**config.mk**
```make
export PLATFORM = sky130hd
export DESIGN_NAME = sdcbk_core
export DESIGN_NICKNAME = d
export VERILOG_FILES = /design/src/core/sdcbk_pkg.sv /design/src/core/sdcbk_core.sv /design/src/core/sdcbk_decode.sv
export VERILOG_INCLUDE_DIRS = /design/src /design/src/core
export SDC_FILE = /design/constraint.sdc
export NUM_CORES = 1
export LEC_CHECK = 0
export BUFFER_PORTS_ARGS = -buffer_cell sky130_fd_sc_hd__buf_2
export CORE_MARGIN = 2
export CORE_UTILIZATION = 45
export CTS_CLUSTER_DIAMETER = 200
export CTS_CLUSTER_SIZE = 14
export DETAILED_ROUTE_END_ITERATION = 6
export GPL_ROUTABILITY_DRIVEN = 0
export GPL_TIMING_DRIVEN = 0
export PLACE_DENSITY_LB_ADDON = 0.3
export SLEW_MARGIN = 0
export SYNTH_ARGS = -nofsm -noshare
export SYNTH_HDL_FRONTEND = slang
export SYNTH_SLANG_ARGS = --single-unit
```
**constraint.sdc**
```tcl
create_clock -name ref_clk -period 2.5 [get_ports ref_clk]
set_clock_uncertainty 0.05 [all_clocks]
set_input_delay 0.5 -clock ref_clk [delete_from_list [all_inputs] [get_ports ref_clk]]
set_output_delay 0.5 -clock ref_clk [all_outputs]
set_load 0.1 [all_outputs]
```
**src/core/sdcbk_cfg.svh**
```systemverilog
`ifndef SDCBK_CFG_SVH
`define SDCBK_CFG_SVH
`define SDCBK_NBANK 4
`define SDCBK_ROW_W 12
`define SDCBK_COL_W 8
`define SDCBK_AP_BIT 10
`define SDCBK_DQM_LAT 2
`define SDCBK_BURST_MAX 8'hFF
`endif

```
**src/core/sdcbk_pkg.sv**
```systemverilog
`default_nettype none
package sdcbk_pkg;
    typedef enum logic [3:0] {
        SDCBK_RUN = 4'h1,
        SDCBK_SUSP = 4'h2,
        SDCBK_PDN = 4'h4,
        SDCBK_SREF = 4'h8
    } sdcbk_mode_t;
    typedef enum logic [3:0] {
        SDCBK_C_NOP, SDCBK_C_ACT, SDCBK_C_PRE, SDCBK_C_PREA, SDCBK_C_RD,
        SDCBK_C_WR, SDCBK_C_BST, SDCBK_C_MRS, SDCBK_C_REF, SDCBK_C_DESEL
    } sdcbk_cmd_t;
endpackage : sdcbk_pkg
`default_nettype wire

```
**src/core/sdcbk_core.sv**
```systemverilog
`include "sdcbk_cfg.svh"
`timescale 1ns/1ps
`default_nettype none
module sdcbk_core #(
    parameter int BURST_LEN = 4
) (
    input wire logic ref_clk,
    input wire logic sys_rst,
    input wire logic cke,
    input wire logic cs_n,
    input wire logic ras_n,
    input wire logic cas_n,
    input wire logic we_n,
    input wire logic [1:0] bank_address_lines,
    input wire logic [11:0] addr,
    input wire logic [3:0] byte_lane_masks,
    output logic [3:0] bank_open,
    output logic [47:0] open_rows,
    output logic col_valid,
    output logic col_write,
    output logic col_auto_pre,
    output logic [1:0] col_bank,
    output logic [7:0] col_addr,
    output logic [3:0] wr_lane_en,
    output logic [3:0] rd_lane_en,
    output logic burst_active,
    output logic burst_stopped,
    output logic suspended,
    output logic powered_down
);
    if (BURST_LEN < 1 || BURST_LEN > 256) begin : g_bad_len
        $error("BURST_LEN out of range");
    end
    typedef struct packed {
        logic cke_prev;
        sdcbk_pkg::sdcbk_mode_t mode;
        logic [3:0] open;
        logic [47:0] rows;
        logic cv;
        logic cw;
        logic cap;
        logic [1:0] cb;
        logic [7:0] ca;
        logic [3:0] wlane;
        logic [3:0] m1;
        logic [3:0] m2;
        logic [7:0] bcnt;
        logic bstop;
    } sdcbk_st_t;
    sdcbk_st_t st_reg, st_next;
    sdcbk_pkg::sdcbk_cmd_t cmd;
    logic [7:0] blen;
    assign blen = 8'(BURST_LEN - 1);
    sdcbk_decode u_dec (
        .cs_n(cs_n),
        .ras_n(ras_n),
        .cas_n(cas_n),
        .we_n(we_n),
        .addr(addr),
        .cmd(cmd)
    );
    logic run_now;
    logic nop_like;
    logic burst_last;
    assign nop_like = (cmd == sdcbk_pkg::SDCBK_C_DESEL) || (cmd == sdcbk_pkg::SDCBK_C_NOP);
    assign run_now = (st_reg.mode == sdcbk_pkg::SDCBK_RUN) && st_reg.cke_prev;
    // Last running cycle of a burst; the first cycle is the column pulse itself
    assign burst_last = st_reg.cv ? (st_reg.bcnt == 8'h00) : (st_reg.bcnt == 8'h01);
    always_comb begin
        st_next = st_reg;
        st_next.cke_prev = cke;
        st_next.cv = 1'b0;
        st_next.bstop = 1'b0;
        case (st_reg.mode)
            sdcbk_pkg::SDCBK_RUN: begin
                if (!cke) begin
                    if (st_reg.cv || st_reg.bcnt != 8'h00 || (|st_reg.open)) begin
                        st_next.mode = sdcbk_pkg::SDCBK_SUSP;
                    end else if (nop_like) begin
                        st_next.mode = sdcbk_pkg::SDCBK_PDN;
                    end else if (cmd == sdcbk_pkg::SDCBK_C_REF) begin
                        st_next.mode = sdcbk_pkg::SDCBK_SREF;
                    end else begin
                        st_next.mode = sdcbk_pkg::SDCBK_PDN;
                    end
                end
            end
            sdcbk_pkg::SDCBK_SUSP: begin
                if (cke) st_next.mode = sdcbk_pkg::SDCBK_RUN;
            end
            sdcbk_pkg::SDCBK_PDN, sdcbk_pkg::SDCBK_SREF: begin
                if (cke && nop_like) st_next.mode = sdcbk_pkg::SDCBK_RUN;
            end
            default: st_next.mode = sdcbk_pkg::SDCBK_RUN;
        endcase
        if (st_reg.mode != sdcbk_pkg::SDCBK_SUSP) begin
            st_next.m1 = byte_lane_masks;
            st_next.m2 = st_reg.m1;
            if (st_reg.bcnt != 8'h00 && !st_reg.cv) begin
                st_next.bcnt = st_reg.bcnt - 8'h01;
            end
            if (burst_last && st_reg.cap) st_next.open[st_reg.cb] = 1'b0;
        end
        st_next.wlane = ~byte_lane_masks;
        if (run_now) begin
            case (cmd)
                sdcbk_pkg::SDCBK_C_ACT: begin
                    if (!st_reg.open[bank_address_lines]) begin
                        st_next.open[bank_address_lines] = 1'b1;
                        st_next.rows[bank_address_lines*12 +: 12] = addr;
                    end
                end
                sdcbk_pkg::SDCBK_C_PRE: st_next.open[bank_address_lines] = 1'b0;
                sdcbk_pkg::SDCBK_C_PREA: st_next.open = 4'h0;
                sdcbk_pkg::SDCBK_C_RD, sdcbk_pkg::SDCBK_C_WR: begin
                    if (st_reg.open[bank_address_lines]) begin
                        st_next.cv = 1'b1;
                        st_next.cw = (cmd == sdcbk_pkg::SDCBK_C_WR);
                        st_next.cap = addr[`SDCBK_AP_BIT];
                        st_next.cb = bank_address_lines;
                        st_next.ca = addr[7:0];
                        st_next.bcnt = (BURST_LEN == 256) ? `SDCBK_BURST_MAX : blen;
                        if (cmd == sdcbk_pkg::SDCBK_C_WR) st_next.wlane = ~byte_lane_masks;
                    end
                end
                sdcbk_pkg::SDCBK_C_BST: begin
                    if (st_reg.bcnt != 8'h00 || st_reg.cv) begin
                        st_next.bcnt = 8'h00;
                        st_next.bstop = 1'b1;
                    end
                end
                default: begin
                end
            endcase
        end
        if (st_reg.mode == sdcbk_pkg::SDCBK_SUSP) begin
            st_next.bcnt = st_reg.bcnt;
            st_next.m1 = st_reg.m1;
            st_next.m2 = st_reg.m2;
        end
    end
    always_ff @(posedge ref_clk) begin
        if (sys_rst) begin
            st_reg <= '0;
            st_reg.mode <= sdcbk_pkg::SDCBK_RUN;
            st_reg.wlane <= 4'hF;
        end else begin
            st_reg <= st_next;
        end
    end
    assign bank_open = st_reg.open;
    assign open_rows = st_reg.rows;
    assign col_valid = st_reg.cv;
    assign col_write = st_reg.cw;
    assign col_auto_pre = st_reg.cap;
    assign col_bank = st_reg.cb;
    assign col_addr = st_reg.ca;
    assign wr_lane_en = st_reg.wlane;
    assign rd_lane_en = ~st_reg.m2;
    assign burst_active = st_reg.cv || (st_reg.bcnt != 8'h00);
    assign burst_stopped = st_reg.bstop;
    assign suspended = (st_reg.mode == sdcbk_pkg::SDCBK_SUSP);
    assign powered_down = (st_reg.mode == sdcbk_pkg::SDCBK_PDN);

    row_open_a: assert property (@(posedge ref_clk) disable iff (sys_rst)
        run_now && cmd == sdcbk_pkg::SDCBK_C_ACT && !bank_open[bank_address_lines]
        |=> bank_open[$past(bank_address_lines)]
            && open_rows[$past(bank_address_lines)*12 +: 12] == $past(addr))
        else $error("row open failed");
    bank_close_a: assert property (@(posedge ref_clk) disable iff (sys_rst)
        run_now && cmd == sdcbk_pkg::SDCBK_C_PRE |=> !bank_open[$past(bank_address_lines)])
        else $error("bank close failed");
    all_close_a: assert property (@(posedge ref_clk) disable iff (sys_rst)
        run_now && cmd == sdcbk_pkg::SDCBK_C_PREA |=> bank_open == 4'h0)
        else $error("all close failed");
    desel_ignore_a: assert property (@(posedge ref_clk) disable iff (sys_rst)
        run_now && cs_n && !burst_active |=> !col_valid && $stable(bank_open))
        else $error("deselect not ignored");
    auto_pre_a: assert property (@(posedge ref_clk) disable iff (sys_rst)
        col_valid |-> col_auto_pre == $past(addr[`SDCBK_AP_BIT]) && col_addr == $past(addr[7:0]))
        else $error("column fields wrong");
    suspend_entry_a: assert property (@(posedge ref_clk) disable iff (sys_rst)
        run_now && !cke && burst_active |=> suspended)
        else $error("suspend not entered");
    suspend_exit_a: assert property (@(posedge ref_clk) disable iff (sys_rst)
        suspended && cke |=> !suspended)
        else $error("suspend not left");
    pdn_exit_a: assert property (@(posedge ref_clk) disable iff (sys_rst)
        powered_down && cke && !cs_n && ras_n && cas_n && we_n |=> !powered_down)
        else $error("power-down not left");
    mask_lat_a: assert property (@(posedge ref_clk) disable iff (sys_rst)
        !suspended ##1 !suspended |=> rd_lane_en == ~$past(byte_lane_masks, 2))
        else $error("read mask latency wrong");
    bst_a: assert property (@(posedge ref_clk) disable iff (sys_rst)
        burst_stopped |-> $past(burst_active))
        else $error("burst stop without burst");
    cov_rd_c: cover property (@(posedge ref_clk) col_valid && !col_write);
    cov_wr_c: cover property (@(posedge ref_clk) col_valid && col_write);
    cov_susp_c: cover property (@(posedge ref_clk) suspended ##1 !suspended);
    cov_pdn_c: cover property (@(posedge ref_clk) powered_down ##1 !powered_down);
    cov_bsusp_c: cover property (@(posedge ref_clk) suspended && burst_active);
endmodule : sdcbk_core
`default_nettype wire

```
**src/core/sdcbk_decode.sv**
```systemverilog
`include "sdcbk_cfg.svh"
`timescale 1ns/1ps
`default_nettype none
module sdcbk_decode (
    input wire logic cs_n,
    input wire logic ras_n,
    input wire logic cas_n,
    input wire logic we_n,
    input wire logic [11:0] addr,
    output sdcbk_pkg::sdcbk_cmd_t cmd
);
    always_comb begin
        if (cs_n) begin
            cmd = sdcbk_pkg::SDCBK_C_DESEL;
        end else begin
            case ({ras_n, cas_n, we_n})
                3'h3: cmd = sdcbk_pkg::SDCBK_C_ACT;
                3'h2: cmd = addr[`SDCBK_AP_BIT] ? sdcbk_pkg::SDCBK_C_PREA
                                                : sdcbk_pkg::SDCBK_C_PRE;
                3'h5: cmd = sdcbk_pkg::SDCBK_C_RD;
                3'h4: cmd = sdcbk_pkg::SDCBK_C_WR;
                3'h6: cmd = sdcbk_pkg::SDCBK_C_BST;
                3'h0: cmd = sdcbk_pkg::SDCBK_C_MRS;
                3'h1: cmd = sdcbk_pkg::SDCBK_C_REF;
                default: cmd = sdcbk_pkg::SDCBK_C_NOP;
            endcase
        end
    end
endmodule : sdcbk_decode
`default_nettype wire

```
==> run summary, run 1 <==
status -> complete, no violations
fin crit period -> 2.45 ns
final setup fails -> 0
DP Worst Slack -> -0.675 ns
H-tree depth reported by CTS -> 3
Routed WL -> 13.0 mm
final worst slack -> 0.0501 ns
antenna cells -> 0
CTS tree -> yes
Post-Synthesis Cells -> 591
fillcell total -> 1057
std cell rows -> 38
per-cell routed wire length -> 15.3 µm
Critical-path top delay cell -> ha_1
Setup crit end kind -> flop
Overflow after GRT -> 0
fin nets -> 738
Worst Max-Slew Pin Slew -> 0.708 ns
post-route ant nets -> 0
number of clock sinks -> 91
register area share after synthesis -> 37.0%
syn nets -> 627
root buffer cell -> clkbuf_8
clk buf depth -> 2
area leader, netlist -> dfxtp_1
area grow syn2layout -> 20.2%
Die ar. -> 0.0118 mm²
R2R setup slack -> 0.08 ns
vias in the first global route -> 4250
Worst R2R Start -> st_reg[86]
cts hold-fix bufs -> 0
vias per cell -> 5.36
Clock Latency Late Sink -> 0.37 ns
Worst VDD drop -> 0.000451 V
Netlist cell types -> 58
R2R cell count -> 6
dpl hpwl -> 9.69 mm
Iter 0 DRT Violations -> 229
initial core utilization -> 45.8%
hold worst-path end -> wr_lane_en[1]
Non-Filler Instances -> 847
Fin. Hold Viols -> 0
Critical Path RT -> 2.76 ns
Mean Syn Cell Area -> 8.33 µm²
fmax -> 408 MHz
first-pass GRT wire length -> 20.5 mm
Critical Path Source Type -> input port
Die Width -> 109 µm
fraction of layout cells with a size suffix above 1 -> 32.1%
largest net degree at the start of global routing -> 16
drt pass-1 iters -> 5
Placed Instance Area -> 0.00562 mm²
ys flop type -> dfxtp_1
P_leak -> 2.52 nW
area share of the largest cell type after synthesis -> 37.0%
kind of critical path -> in2reg
PwrDens -> 640 mW/mm²
Post-synth EDFFs -> 0
Util after Layout -> 55.1%
asr flop ratio synth -> 0%
io pins -> 102
Hold Path Class -> in2reg
Slew headroom -> 52.8%
initial antenna violation count -> 0
number of max-cap violations -> 0
DRC Markers -> 0
via count -> 4541
Crit Path Max Fanout -> 10
worst path arrival time -> 2.71 ns
global-route usage over all layers -> 22.1%
overall die height -> 109 µm
clk slew on worst S/H paths -> 0.10 ns
Num CTS Buffers -> 9
Tot Pwr -> 0.00379 W
I/O Buffers -> 99
CP max stage delay -> 0.37 ns
Slew Viols, Final -> 0
crit-path cells -> buf_2 -> inv_1 -> ha_1 -> clkbuf_2 -> buf_2 -> nand2_1 -> o32ai_1 -> nand4_1 -> a21oi_1
final instance area -> 0.00592 mm²
Hold Startpoint -> byte_lane_masks[1]
CP most frequent cell -> buf_2
Placed Cells -> 830
synth top area cells -> dfxtp_1, buf_4, nand2_1, a21oi_1, mux2i_1
Core Box Area -> 0.0107 mm²
Synth Warn # -> 0
Tcrit/Tclk final -> 98.0%
Hold Crit Depth -> 2
flops & latches, synth -> 91
Post-Syn Area -> 0.00493 mm²
layer usage:
layer	GRT usage [%]	part of all wire, %	up-vias
met5	0	0	-
met4	7.97	1.5	0
met3	4.30	6.8	19
met2	36.3	47	157
met1	29.0	45	2130
li1	-	-	2235
critical path: cells and delay by family:
kind                       cells  cell delay (ns)
adders and majority gates      1             0.37
and+or+nand+nor                2             0.34
buffers and inverters          4             0.95
AOI/OAI and AO/OA              2             0.54
timing repair:
action                                  CTS  global route
endpoints found under the hold margin     0             0
resized for setup                        15             5
endpoints found under the setup margin   34            17
pin swaps                                 0             2
setup buffers                             0             2
cell type report:
cell class | instances | area [µm²] | share of cell area, %
multi-input cells | 382 | 2440 | 41.2
well taps | 140 | 175 | 2.96
inverters | 17 | 63.8 | 1.08
plain buffers | 100 | 664 | 11.2
clock inverters | 5 | 60.1 | 1.01
repair buffers | 101 | 541 | 9.13
clock buffers | 11 | 151 | 2.56
flip-flops and latches | 91 | 1830 | 30.9
kinds of logic after synthesis:
family          Yosys count  share of synthesized area (%)
simple gates            234                           26.7
buf+inv                 118                           14.6
compound gates          117                           14.6
flops                    91                           37.0
mux                      20                           4.39
fa+ha+maj                11                           2.79
cells in the final DEF, fill, tap and decap left out, types with 15 or more instances in the layout:
| cell | count |
|---|---|
| buf_2 | 100 |
| dfxtp_1 | 88 |
| nand2_1 | 78 |
| buf_4 | 68 |
| a21oi_1 | 45 |
| o21ai_0 | 31 |
| nand3_1 | 25 |
| clkbuf_1 | 24 |
| inv_1 | 16 |
| nand2b_1 | 16 |
| mux2i_1 | 16 |
| nor2_1 | 15 |
synth_stat cells, drive strengths merged, types with 9 or more instances:
library cell	count
a21oi	45
and2	9
buf	74
clkbuf	27
dfxtp	91
ha	11
inv	16
mux2i	16
nand2	78
nand2b	16
nand3	25
nand3b	14
nand4	10
nor2	15
nor4	18
o21ai	32
or4	9
per-stage QoR:
step                hold slack, ns  TNS [ns]
finish                       0.235         0
detailed placement           0.396    -21.83
CTS                          0.226         0
global route                 0.232  -0.00254
global placement             0.390    -20.21
floorplan                    0.382    -0.154
power by group:
group | leakage [nW] | switching [W] | internal (W) | total (W)
registers | 0.740 | 0.0000820 | 0.00154 | 0.00162
clock network | 0.106 | 0.000539 | 0.000520 | 0.00106
logic | 1.68 | 0.000704 | 0.000410 | 0.00111
total | 2.52 | 0.00132 | 0.00247 | 0.00379
worst max-delay path by stage:
stage                                      from            to  slack [ns]  depth (start not counted)
after floorplan                      st_reg[89]  powered_down       -0.15                          1
after global placement    bank_address_lines[0]          flop       -0.58                         10
after detailed placement  bank_address_lines[0]          flop       -0.68                         10
after CTS                             st_reg[5]  burst_active        0.01                          3
after global routing                  st_reg[6]  burst_active      -0.003                          3
final                     bank_address_lines[0]          flop        0.05                          9
Note: power is estimated with default switching activity, not from simulation.
==> run 2: changes to the inputs <==
- RECOVER_POWER: not set -> 50
==> run 2 against run 1 <==
  * Sequential power about the same
  * Utilization down 0.62 points
  * Worst setup slack better by 0.015 ns
  * Cell area down 1.1%
  * Largest power group unchanged
  * Register-to-register slack about the same
  * First-iteration DRC count down 1.7%
  * Wire length down 0.24%
  * Total power down 0.17%
  * Clock-buffer cell count unchanged
==> run summary, run 2 (synthesis results as in run 1) <==
clk buf depth -> 2
root buffer cell -> clkbuf_8
DRC Markers -> 0
Tcrit/Tclk final -> 97.4%
Routed WL -> 12.9 mm
drt pass-1 iters -> 5
Total Neg Setup Slack -> 0 ns
kind of critical path -> reg2out
clk slew on worst S/H paths -> 0.09 ns
Non-Filler Instances -> 847
std cell rows -> 38
global-route usage over all layers -> 22.1%
Hold Path Class -> in2reg
Placed Cells -> 830
initial antenna violation count -> 0
fmax -> 411 MHz
Slew headroom -> 21.7%
cts hold-fix bufs -> 0
Critical Path RT -> 1.95 ns
via count -> 4536
fraction of layout cells with a size suffix above 1 -> 24.6%
number of max-cap violations -> 0
Slew Viols, Final -> 0
Die Width -> 109 µm
commonest non-fill, non-tap cell in the layout -> dfxtp_1
largest net degree at the start of global routing -> 16
PwrDens -> 646 mW/mm²
dpl hpwl -> 9.69 mm
Clock Latency Late Sink -> 0.37 ns
Crit Path Max Fanout -> 5
per-cell routed wire length -> 15.3 µm
DP Worst Slack -> -0.675 ns
initial core utilization -> 45.8%
Worst VDD drop -> 0.000451 V
vias in the first global route -> 4250
Overflow after GRT -> 0
R2R setup slack -> 0.08 ns
Fin. Hold Viols -> 0
io pins -> 102
final setup fails -> 0
fin crit period -> 2.43 ns
overall die height -> 109 µm
CTS tree -> yes
Core Box Area -> 0.0107 mm²
Critical Path Source Type -> flop
Setup crit end kind -> output port
number of clock sinks -> 91
Tot Pwr -> 0.00379 W
Iter 0 DRT Violations -> 225
most frequent cells in the layout -> dfxtp_1, nand2_1, clkbuf_1
fin nets -> 738
area grow syn2layout -> 18.9%
first-pass GRT wire length -> 20.5 mm
vias per cell -> 5.36
status -> complete, no violations
I/O Buffers -> 99
Worst Max-Slew Pin Slew -> 1.18 ns
Util after Layout -> 54.5%
antenna cells -> 0
H-tree depth reported by CTS -> 3
P_leak -> 2.29 nW
worst path arrival time -> 1.88 ns
Die ar. -> 0.0118 mm²
final worst slack -> 0.0650 ns
post-route ant nets -> 0
Num CTS Buffers -> 9
[run 2: cell count changes in the layout (fill, tap and decap cells not counted)]
cell and change:
buf_1 +2, buf_2 -72, clkbuf_1 +51, clkbuf_2 +19
[run 2: worst paths after layout]
path | from | endpoint | depth (start not counted)
worst max-delay path | st_reg[8] | burst_active | 3
worst max register to register | st_reg[86] | flop | 6
worst min-delay path | byte_lane_masks[1] | wr_lane_en[1] | 2
worst min register to register | col_addr[6] | col_addr[6] | 2
[run 2: per-stage QoR]
stage,cell area (µm²),hold WS (ns)
global route,5860,0.232
detailed placement,5620,0.396
floorplan,4950,0.382
CTS,5880,0.226
global placement,5620,0.390
finish,5860,0.233
[run 2: layout make-up]
class	instances	area, µm²
fill	1074	4890
multi-input combinational	382	2440
sequential	91	1830
buffer	100	664
timing repair buffer	101	474
tap	140	175
clock buffer	11	151
inverter	17	63.8
clock inverter	5	60.1
[run 2: worst max-delay path, cell delays in order, from the launching register on]
cell and delay, ns:
dfxtp_1 0.34, or4_4 0.58, or3_4 0.42, buf_12 0.17
[run 2: metal layers]
metal	GRT usage (%)	vias to the layer above	part of all wire [%]
li1	-	2232	-
met1	29.0	2132	44
met2	36.3	153	47
met3	4.30	19	6.9
met4	7.97	0	1.4
met5	0	-	0
[run 2: report_power, final]
| part | internal (W) | total (W) | switching (W) |
|---|---|---|---|
| combinational | 0.000408 | 0.00111 | 0.000703 |
| clock | 0.000520 | 0.00106 | 0.000535 |
| sequential | 0.00154 | 0.00162 | 0.0000825 |
[run 2: repair_timing]
| item | 4_1_cts | 5_1_grt |
|---|---|---|
| pin swaps | 0 | 2 |
| setup endpoints to repair | 34 | 17 |
| buffers inserted | 0 | 2 |
| gates cloned | 0 | 0 |
| hold endpoints to repair | 0 | 0 |
| resized for setup | 15 | 5 |
==> run 3: changes to the inputs <==
--- a/constraint.sdc
+++ b/constraint.sdc
@@ -4,2 +4,2 @@
 set_output_delay 0.5 -clock ref_clk [all_outputs]
-set_load 0.1 [all_outputs]
+set_load 0.01 [all_outputs]
==> run 3 against run 2 <==
  * Sequential power about the same
  * Maximum frequency up 0.35%
  * Wire length up 1.8%
  * Sequential share of layout area up 0.13 points
  * Worst setup slack better by 0.0085 ns
  * Cell area down 0.75%
  * Clock power up 6%
  * Utilization down 0.41 points
  * First-iteration DRC count down 11%
  * Combinational power down 19%
  * Largest cell class unchanged
  * Largest power group unchanged
==> run summary, run 3 (synthesis results as in run 1) <==
Worst Max-Slew Pin Slew -> 0.715 ns
drt pass-1 iters -> 7
Comb pwr share -> 24.7%
global-route usage over all layers -> 23.0%
root buffer cell -> clkbuf_8
H-tree depth reported by CTS -> 3
antenna cells -> 0
Tot Pwr -> 0.00363 W
number of max-cap violations -> 0
multi-input logic area -> 0.00242 mm²
area grow syn2layout -> 18.0%
fin crit period -> 2.43 ns
fillcell total -> 1071
Overflow after GRT -> 0
Critical Path RT -> 1.95 ns
R2R cell count -> 6
largest net degree at the start of global routing -> 16
clock network power share -> 30.9%
Slew headroom -> 52.3%
DRC Markers -> 0
vias in the first global route -> 4351
CP endpoint -> burst_active
DP Worst Slack -> -0.654 ns
Num CTS Buffers -> 9
first-pass GRT wire length -> 21.2 mm
io pins -> 102
number of clock sinks -> 91
cell-internal power -> 0.00247 W
Hold Path Class -> in2reg
status -> complete, no violations
initial antenna violation count -> 0
Crit Path Max Fanout -> 8
Tcrit/Tclk final -> 97.1%
fraction of layout cells with a size suffix above 1 -> 22.0%
unrepaired setup endpoints after global routing -> false
register area -> 0.00182 mm²
clk buf depth -> 2
Hold Startpoint -> byte_lane_masks[3]
cts hold-fix bufs -> 0
crit-path cells -> or4_4 -> or3_1 -> buf_2
R2R setup slack -> 0.15 ns
kind of critical path -> reg2out
final setup fails -> 0
Iter 0 DRT Violations -> 201
Flop pwr share -> 44.5%
Worst VDD drop -> 0.000389 V
Psw -> 0.00116 W
P_leak -> 2.23 nW
Clock Latency Late Sink -> 0.37 ns
per-cell routed wire length -> 15.5 µm
dpl hpwl -> 9.80 mm
vias per cell -> 5.46
CTS tree -> yes
Critical Path Source -> st_reg[5]
Fin. Hold Viols -> 0
fin nets -> 740
most frequent cells in the layout -> clkbuf_1, dfxtp_1, nand2_1
fmax -> 412 MHz
Slew Viols, Final -> 0
Critical Path Source Type -> flop
Die Width -> 109 µm
Setup crit end kind -> output port
Net Sw Frac -> 32.0%
initial core utilization -> 45.8%
I/O Buffers -> 99
Routed WL -> 13.2 mm
overall die height -> 109 µm
post-route ant nets -> 0
commonest non-fill, non-tap cell in the layout -> clkbuf_1
Hold Crit Depth -> 2
via count -> 4630
std cell rows -> 38
worst path arrival time -> 1.88 ns
PwrDens -> 625 mW/mm²
Die ar. -> 0.0118 mm²
CP max stage delay -> 0.60 ns
clk slew on worst S/H paths -> 0.09 ns
Worst R2R Start -> st_reg[86]
Core Box Area -> 0.0107 mm²
final worst slack -> 0.0735 ns
Critical-path top delay cell -> or4_4
## run 3: cell count changes in the layout (fill, tap and decap cells not counted), moves of 5 or more
| cell | before | now |
|---|---|---|
| clkbuf_2 | 20 | 1 |
| buf_4 | 68 | 63 |
| clkbuf_1 | 75 | 93 |
| clkbuf_4 | 0 | 9 |
| buf_2 | 28 | 33 |
## run 3: timing repair
action,4_1_cts,5_1_grt
cloned,0,0
gates resized for setup,2,7
pin swaps,0,1
buffers inserted,0,5
endpoints found under the setup margin,38,27
## run 3: worst min-delay path by stage
stage / end / slack (ns)
final: wr_lane_en[3] / 0.25
after global routing: wr_lane_en[0] / 0.25
after CTS: wr_lane_en[0] / 0.24
after detailed placement: col_write / 0.40
after global placement: st_reg[12] / 0.39
after floorplan: st_reg[10] / 0.38
## run 3: cell type report
type | instances | area share, %
Clock inverter | 5 | 1.46
Buffer | 99 | 11.2
Sequential cell | 91 | 31.3
Multi-Input combinational cell | 382 | 41.7
Tap cell | 140 | 3.01
Clock buffer | 10 | 2.37
Timing Repair Buffer | 104 | 7.71
Inverter | 17 | 1.16
## run 3: metrics by stage
stage	hold slack (ns)	area [µm²]	TNS, ns	util (%)	cells
after floorplan	0.382	4940	0	-	591
after global placement	0.390	5610	-19.63	52.2	830
after detailed placement	0.397	5610	-24.61	52.2	830
after CTS	0.242	5840	0	54.3	843
after global routing	0.248	5810	0	54.1	848
final	0.247	5810	0	54.1	848
## run 3: per-layer routing
layer	wire, µm	global-route usage [%]	part of all wire (%)
met4	280	9.89	2.1
met3	883	3.41	6.7
met5	0	0	0
met1	5750	30.0	44
met2	6250	37.9	47
## run 3: critical path: cells and delay by family (launching register included)
kind | cells | cell delay, ns
AND/OR/NAND/NOR | 2 | 0.99
flip-flops | 1 | 0.38
buffers and inverters | 1 | 0.15
## run 3: power by group through the flow
| stage | Sequential [W] | Clock, W | Combinational (W) |
|---|---|---|---|
| floorplan | 0.00162 | 0 | 0.000632 |
| global placement | 0.00163 | 0 | 0.000818 |
| detailed placement | 0.00164 | 0 | 0.000858 |
| CTS | 0.00161 | 0.00114 | 0.000863 |
| global route | 0.00163 | 0.00120 | 0.000989 |
| finish | 0.00162 | 0.00112 | 0.000897 |
